===== src/hw/pgm_pkg.sv =====
package pgm_pkg;

  localparam int PGM_NPIN = 20;

  // Pin function select codes
  localparam logic [1:0] PGM_MODE_GPIO = 2'h0;
  localparam logic [1:0] PGM_MODE_PERIPH = 2'h1;
  localparam logic [1:0] PGM_MODE_ROLE = 2'h2;
  localparam logic [1:0] PGM_MODE_ANALOG = 2'h3;

  // Pin masks, bit n is port pin n+1
  localparam logic [19:0] PGM_OD_ONLY = 20'h00204;
  localparam logic [19:0] PGM_ANALOG_OK = 20'h84000;
  localparam logic [19:0] PGM_ROLE_OK = 20'h86001;
  localparam logic [19:0] PGM_DFLT_PERIPH = 20'h60012;
  localparam logic [19:0] PGM_DFLT_PULLUP = 20'h69012;

  // Pin indices of named functions
  localparam int PGM_OPEN_DRAIN_IO_LOW = 2;
  localparam int PGM_OPEN_DRAIN_IO_HIGH = 9;
  localparam int PGM_ROLE_PATH_A = 0;
  localparam int PGM_ROLE_PATH_B = 13;
  localparam int PGM_SINK_PATH_B = 14;
  localparam int PGM_SINK_PATH_A = 19;
  localparam int PGM_THERM_B = 14;
  localparam int PGM_THERM_A = 19;

  // External NMI candidate pins, selected by a 2-bit code
  localparam logic [4:0] PGM_NMI_PIN0 = 5'h06;
  localparam logic [4:0] PGM_NMI_PIN1 = 5'h0c;
  localparam logic [4:0] PGM_NMI_PIN2 = 5'h0e;
  localparam logic [4:0] PGM_NMI_PIN3 = 5'h10;

  // Reset value of the role-swap outputs
  localparam logic PGM_ROLE_PATH_RST = 1'b1;
  localparam logic PGM_SINK_PATH_RST = 1'b0;

  typedef struct packed {
    logic [1:0] mode;
    logic dir_out;
    logic dout;
    logic open_drain;
    logic pull_up;
    logic pull_dn;
    logic irq_en;
    logic irq_level;
    logic irq_pol;
  } pgm_pin_cfg_s;

  typedef struct packed {
    logic [1:0] arm;
    logic [1:0] detect;
    logic [1:0] tx;
  } pgm_frs_s;

endpackage


===== src/hw/pgm_port.sv =====
`timescale 1ns/1ps
// Summary of operation
// Each pin is a software I/O or, when selected, driven by its peripheral.
// Only the two thermistor pins can be routed to the converter input.
// Each pin has software pull-up and pull-down selection, or floats.
// A software pin is input or output, push-pull or open-drain, per pin.
// Each software pin has its own separately enabled interrupt.
// Edge interrupts fire on a rising or falling input edge per pin.
// Level interrupts fire while the input is high or low per pin.
// Pins 3 and 10 drive only open-drain as software I/O (a peripheral may drive them high) and never pull up.
// After reset pins 2,5,18,19 go to their peripheral, the rest to input.
// Armed role-swap pins toggle in hardware on swap detect or send.
// Software picks pin 7, 13, 15 or 17 as the non-maskable source.
// Pin interrupts latch sticky flags merged into one enabled request.
module pgm_port
  import pgm_pkg::*;
#(
  parameter int NPIN = PGM_NPIN
) (
  // Clock and reset
  input wire logic clk,
  input wire logic nrst,
  // Configuration write, one pin at a time
  input wire logic cfg_wr,
  input wire logic [4:0] cfg_idx,
  input wire pgm_pin_cfg_s cfg_wdata,
  // Interrupt control
  input wire logic [NPIN-1:0] pend_clr,
  input wire logic nmi_en,
  input wire logic [1:0] nmi_sel,
  // Fast role swap
  input wire pgm_frs_s frs,
  // Peripheral side of the pins
  input wire logic [NPIN-1:0] periph_out,
  input wire logic [NPIN-1:0] periph_oe,
  // Pads
  input wire logic [NPIN-1:0] pad_in,
  output logic [NPIN-1:0] pad_out,
  output logic [NPIN-1:0] pad_oe,
  output logic [NPIN-1:0] pad_pull_up,
  output logic [NPIN-1:0] pad_pull_dn,
  // Status to software
  output logic [NPIN-1:0] gpio_in,
  output logic [NPIN-1:0] pend,
  output logic irq,
  output logic nmi,
  // Analog routing and role-swap state
  output logic thermistor_input_a,
  output logic thermistor_input_b,
  output logic role_path_select_port_a,
  output logic role_path_select_port_b,
  output logic sink_path_enable_port_a,
  output logic sink_path_enable_port_b
);

  generate
    if (NPIN != PGM_NPIN) begin : g_bad_npin
      $error("pgm_port: pin masks are fixed at 20 pins");
    end
  endgenerate

  pgm_pin_cfg_s cfg [NPIN];
  logic [NPIN-1:0] role_drive;
  logic [NPIN-1:0] irq_mask;
  logic [NPIN-1:0] next_out;
  logic [NPIN-1:0] next_oe;
  logic [NPIN-1:0] next_pu;
  logic [NPIN-1:0] next_pd;
  logic [4:0] nmi_pin;
  logic [1:0] frs_evt;

  // Power-up function and pulls per pin
  always_ff @(posedge clk) begin
    if (!nrst) begin
      for (int i = 0; i < NPIN; i++) begin
        cfg[i] <= '0;
        cfg[i].mode <= PGM_DFLT_PERIPH[i] ? PGM_MODE_PERIPH
                                          : PGM_MODE_GPIO;
        cfg[i].pull_up <= PGM_DFLT_PULLUP[i];
      end
    end else if (cfg_wr && (int'(cfg_idx) < NPIN)) begin
      cfg[cfg_idx] <= cfg_wdata;
    end
  end

  // Role-swap pins flip without firmware in the loop
  assign frs_evt = frs.arm & (frs.detect | frs.tx);

  always_ff @(posedge clk) begin
    if (!nrst) begin
      role_path_select_port_a <= PGM_ROLE_PATH_RST;
      sink_path_enable_port_a <= PGM_SINK_PATH_RST;
    end else if (frs_evt[0]) begin
      role_path_select_port_a <= ~role_path_select_port_a;
      sink_path_enable_port_a <= ~sink_path_enable_port_a;
    end
  end

  always_ff @(posedge clk) begin
    if (!nrst) begin
      role_path_select_port_b <= PGM_ROLE_PATH_RST;
      sink_path_enable_port_b <= PGM_SINK_PATH_RST;
    end else if (frs_evt[1]) begin
      role_path_select_port_b <= ~role_path_select_port_b;
      sink_path_enable_port_b <= ~sink_path_enable_port_b;
    end
  end

  always_comb begin
    role_drive = '0;
    role_drive[PGM_ROLE_PATH_A] = role_path_select_port_a;
    role_drive[PGM_ROLE_PATH_B] = role_path_select_port_b;
    role_drive[PGM_SINK_PATH_A] = sink_path_enable_port_a;
    role_drive[PGM_SINK_PATH_B] = sink_path_enable_port_b;
  end

  // Pad drive per function
  always_comb begin
    for (int i = 0; i < NPIN; i++) begin
      next_out[i] = 1'b0;
      next_oe[i] = 1'b0;
      next_pu[i] = cfg[i].pull_up & ~PGM_OD_ONLY[i];
      next_pd[i] = cfg[i].pull_dn;
      case (cfg[i].mode)
        PGM_MODE_GPIO: begin
          if (cfg[i].open_drain || PGM_OD_ONLY[i]) begin
            next_oe[i] = cfg[i].dir_out & ~cfg[i].dout;
          end else begin
            next_oe[i] = cfg[i].dir_out;
            next_out[i] = cfg[i].dout;
          end
        end
        PGM_MODE_PERIPH: begin
          next_oe[i] = periph_oe[i];
          next_out[i] = periph_out[i];
        end
        PGM_MODE_ROLE: begin
          next_oe[i] = PGM_ROLE_OK[i];
          next_out[i] = PGM_ROLE_OK[i] & role_drive[i];
        end
        PGM_MODE_ANALOG: begin
          // Pulls would bias the analog reading
          next_pu[i] = 1'b0;
          next_pd[i] = 1'b0;
        end
        default: begin
          next_oe[i] = 1'b0;
        end
      endcase
    end
  end

  always_ff @(posedge clk) begin
    if (!nrst) begin
      pad_out <= '0;
      pad_oe <= '0;
      pad_pull_up <= PGM_DFLT_PULLUP;
      pad_pull_dn <= '0;
      gpio_in <= '0;
    end else begin
      pad_out <= next_out;
      pad_oe <= next_oe;
      pad_pull_up <= next_pu;
      pad_pull_dn <= next_pd;
      gpio_in <= pad_in;
    end
  end

  always_ff @(posedge clk) begin
    if (!nrst) begin
      thermistor_input_a <= 1'b0;
      thermistor_input_b <= 1'b0;
    end else begin
      thermistor_input_a <= PGM_ANALOG_OK[PGM_THERM_A] &&
        (cfg[PGM_THERM_A].mode == PGM_MODE_ANALOG);
      thermistor_input_b <= PGM_ANALOG_OK[PGM_THERM_B] &&
        (cfg[PGM_THERM_B].mode == PGM_MODE_ANALOG);
    end
  end

  // Interrupt detection, one instance per pin
  genvar g;
  generate
    for (g = 0; g < NPIN; g++) begin : g_pin
      assign irq_mask[g] = cfg[g].irq_en && (cfg[g].mode == PGM_MODE_GPIO);
      pgm_pin_irq u_irq (
        .clk(clk),
        .nrst(nrst),
        .din(pad_in[g]),
        .en(irq_mask[g]),
        .level_mode(cfg[g].irq_level),
        .pol(cfg[g].irq_pol),
        .clr(pend_clr[g]),
        .pend(pend[g])
      );
    end
  endgenerate

  always_comb begin
    case (nmi_sel)
      2'h0: nmi_pin = PGM_NMI_PIN0;
      2'h1: nmi_pin = PGM_NMI_PIN1;
      2'h2: nmi_pin = PGM_NMI_PIN2;
      default: nmi_pin = PGM_NMI_PIN3;
    endcase
  end

  always_ff @(posedge clk) begin
    if (!nrst) begin
      irq <= 1'b0;
      nmi <= 1'b0;
    end else begin
      irq <= |(pend & irq_mask);
      nmi <= nmi_en & pend[nmi_pin];
    end
  end
endmodule


===== src/hw/pgm_pin_irq.sv =====
`timescale 1ns/1ps
module pgm_pin_irq
  import pgm_pkg::*;
(
  // Clock and reset
  input wire logic clk,
  input wire logic nrst,
  // Pin and its settings
  input wire logic din,
  input wire logic en,
  input wire logic level_mode,
  input wire logic pol,
  input wire logic clr,
  // Pending flag
  output logic pend
);

  logic prev;
  logic primed;
  logic hit;

  // No edge seen until one real sample follows reset
  always_ff @(posedge clk) begin
    if (!nrst) begin
      prev <= 1'b0;
      primed <= 1'b0;
    end else begin
      prev <= din;
      primed <= 1'b1;
    end
  end

  always_comb begin
    if (level_mode) begin
      hit = en & (din == pol);
    end else begin
      hit = en & primed & (pol ? (din & ~prev) : (~din & prev));
    end
  end

  // A hit in the clear cycle keeps the flag set
  always_ff @(posedge clk) begin
    if (!nrst) begin
      pend <= 1'b0;
    end else if (hit) begin
      pend <= 1'b1;
    end else if (clr) begin
      pend <= 1'b0;
    end
  end
endmodule


===== config.mk =====
export PLATFORM = sky130hd
export DESIGN_NAME = pgm_port
export DESIGN_NICKNAME = d
export VERILOG_FILES = /design/src/hw/pgm_pkg.sv /design/src/hw/pgm_port.sv /design/src/hw/pgm_pin_irq.sv
export SDC_FILE = /design/constraint.sdc
export NUM_CORES = 1
export LEC_CHECK = 0
export BUFFER_PORTS_ARGS = -buffer_cell sky130_fd_sc_hd__buf_2
export CORE_MARGIN = 2
export CORE_UTILIZATION = 62
export CTS_BUF_LIST = sky130_fd_sc_hd__clkbuf_4 sky130_fd_sc_hd__clkbuf_8
export CTS_CLUSTER_DIAMETER = 100
export DETAILED_ROUTE_END_ITERATION = 7
export PLACE_DENSITY = 0.87
export SLEW_MARGIN = 20
export SYNTH_ARGS = -nofsm -noshare
export SYNTH_HDL_FRONTEND = slang
export SYNTH_SLANG_ARGS = --single-unit

===== constraint.sdc =====
create_clock -name clk -period 3.8 [get_ports clk]
set_input_delay 0.19 -clock clk [delete_from_list [all_inputs] [get_ports clk]]
set_output_delay 0.19 -clock clk [all_outputs]
set_load 0.01 [all_outputs]

==> run metrics <==
outcome=completed; Hold Crit Class=in2reg; Required @ worst endpoint=3970 ps; r2r setup slk=about 2000 ps; H-tree Lvls=2; Non-Filler Instances=around 1,800; CTS Buf Count=50; crit path kind=in2reg; final WL=34,000 microns; RSZ-0062 raised after global routing=no; multi-input gate area in the final layout=0.00446 sq mm; CP endpoint kind=flip-flop; DIE AREA=0.0228 sq mm; Worst-Skew Late Latency=570 ps; Leak=6.86 nW; synth cell count leaders=and2_1 (211), edfxtp_1 (195), nand2_1 (131), dfxtp_1 (128), nor2_1 (49); distinct cell type count after synthesis=45; CP Max Fanout=53; RR Endpoint=g_pin[16].u_irq.pend$_SDFFE_PN0P_; Startpoint Class=primary input; fin area=0.0165 sq mm; Mean Syn Cell Area=11.5 sq um; Die Width=151 microns; Final Wtd Congestion=0.817; FF-to-FF Start=g_pin[17].u_irq.primed$_DFF_P_; Synth Warn #=0; setup violators final=0; Initial Utilization=63.4%; CTS tree=yes; Cell Int Power=5.95 mW; Syn Std Cell Area=roughly 0.013 sq mm; total core area=0.0211 sq mm; number of cells on the worst reg-to-reg path=3; sequential share of power=about half; Max IR drop VDD=0.000295 V; CTS clk-pin slew, worst paths=60 ps; register area=approximately 0.0084 sq mm; Tmin final=2560 ps; max_cap viols=0; via count=9,859; f_max=391 MHz; Avg WL per Cell=19.1 microns; clk root buf=clkbuf_8; Switch Pwr=about 1.8 mW; Top FF cell, synth=edfxtp_1; Critical Path AT=2730 ps; count leader, synth=and2_1; Post-DP Area=about 0.015 sq mm; drt pass-1 iters=5; post-CTS setup buffers=0; fraction of layout cells with a size suffix above 1=24.0%; area leader, netlist=edfxtp_1; CTS sink count=323; GRT Util Overall=29.9%; synthesized instance count=around 1,200; largest net degree at the start of global routing=90; first-pass GRT wire length=51,400 microns; placed cell count=1,604; sequential area share after synthesis=62.9%; # fillers=1,272; die height=151 microns; Post-DRT Antenna Nets=0; initial antenna violation count=1; Std-Cell Rows=53; drt via density=between 5 and 6; Max Slew Vio Count=0; CP startpoint=nrst; switching part of the total power=22.9%; combinational power share=7.7%; setup ws final=1240 ps; nets=1,571; asr flop ratio synth=0%; total congestion overflow=0; IO buf count=232; number of flops mapped to enable cells by yosys=195; DRC errors left=0; drt initial violations=851; Worst Setup EP=cfg[9][8]$_SDFFCE_PN0P_; buffer depth of the longest clock path=3; I/O pin cnt=approximately 240; power share of the clock group=40.4%; P&R area growth vs syn=23.1%; Period Utilization, post-route=roughly 67%; top cells by area, synth=edfxtp_1 (44%), dfxtp_1 (19%), and2_1 (9.9%); Synth Register Bits=323; DP HPWL=slightly above 20,000 microns; Slew @ Worst Pin=approximately 1100 ps; dpl ws=1250 ps; relative slew slack=about a quarter; Yosys top cell area share=a little over two fifths; PwrDens=469 mW/mm^2; Final Hold Fails=0; vias in the first global route=9,978; Setup TNS=0 ps; skew final=24.9 ps
## per-layer routing
layer	track usage (%)	vias to the layer above	wire [microns]
li1	-	4558	-
met1	35.7	4677	12700
met2	52.2	500	17200
met3	4.82	124	2580
met4	15.9	0	1560
met5	0	-	0
## flip-flops by register name, summed over array words and instances (netlist names)
| register | flops |
|---|---|
| g_pin.u_irq.pend | 20 |
| pad_pull_dn | 20 |
| thermistor_input_b | 1 |
| sink_path_enable_port_b | 1 |
| pad_out | 20 |
| nmi | 1 |
| pad_pull_up | 18 |
| pad_oe | 20 |
| thermistor_input_a | 1 |
| cfg | 196 |
| gpio_in | 20 |
| sink_path_enable_port_a | 1 |
| role_path_select_port_a | 1 |
| role_path_select_port_b | 1 |
| irq | 1 |
| g_pin.u_irq.primed | 1 |
## logic make-up after synthesis
logic type,share of synthesized area [%]
flops,62.9
buf+inv,3.81
xor+xnor,1.57
fa+ha+maj,0.281
compound gates,5.71
simple gates,25.4
mux,0.243
other cells,0.0280
## repair_timing
action                                  4_1_cts  5_1_grt
hold buffers                                 80        0
endpoints found under the hold margin        80        0
endpoints found under the setup margin        0        0
gates resized for setup                       0        0
## cells in the final DEF (no fill, tap or decap), drive strengths merged, types with 2 or more instances in the layout
cell,count
edfxtp,195
ha,3
clkbuf,85
xnor2,22
nand2,131
buf,251
dfxtp,128
conb,2
diode,2
and3,30
nand3b,18
nor2,61
nor4bb,10
dlygate4sd3,80
and3b,20
nor4,5
nor3,4
or2,3
inv,6
o21a,20
nand4,3
nand3,9
a31oi,2
and4b,2
nor3b,29
xor2,2
and2,211
nand2b,25
a22oi,14
o21ai,46
a21oi,48
nor2b,21
clkinv,8
## final cells by class
type                       count  area share [%]
multi-input combinational    749            27.1
timing repair buffer         331            12.8
inverter                       6           0.137
antenna                        2          0.0304
tap                          275            2.09
sequential                   323            51.1
clock inverter                 9           0.433
clock buffer                  85            6.31
## critical path, cell delays in order
cell and delay [ps]:
dlygate4sd3_1 530, buf_4 420, nand3b_2 260, or2_1 430, o21ai_0 900
## stage by stage
stage	hold slack [ps]	total power, mW	utilization, %
floorplan	218	4.35	-
global placement	419	4.56	69.0
detailed placement	422	4.59	69.0
CTS	1.24	7.71	78.0
global route	63.5	7.95	78.1
finish	37.8	7.72	78.1
## worst min-delay path by stage
stage                         startpoint                              to  cells after the start
after floorplan                     nrst  g_pin[17].u_irq.primed$_DFF_P_                      0
after global placement            nmi_en                  nmi$_SDFF_PN0_                      2
after detailed placement          nmi_en                  nmi$_SDFF_PN0_                      2
after CTS                 periph_out[16]          pad_out[16]$_SDFF_PN0_                      3
after global routing      periph_out[14]          pad_out[14]$_SDFF_PN0_                      4
final                     periph_out[16]          pad_out[16]$_SDFF_PN0_                      3
## power groups by stage
| stage | logic, mW | clock network [mW] | registers, mW |
|---|---|---|---|
| after CTS | 0.581 | 3.13 | 4.00 |
| final | 0.592 | 3.12 | 4.01 |
| after global placement | 0.496 | 0 | 4.07 |
| after detailed placement | 0.513 | 0 | 4.08 |
| after floorplan | 0.281 | 0 | 4.07 |
| after global routing | 0.641 | 3.28 | 4.03 |
(Power assumes the default switching activity.)
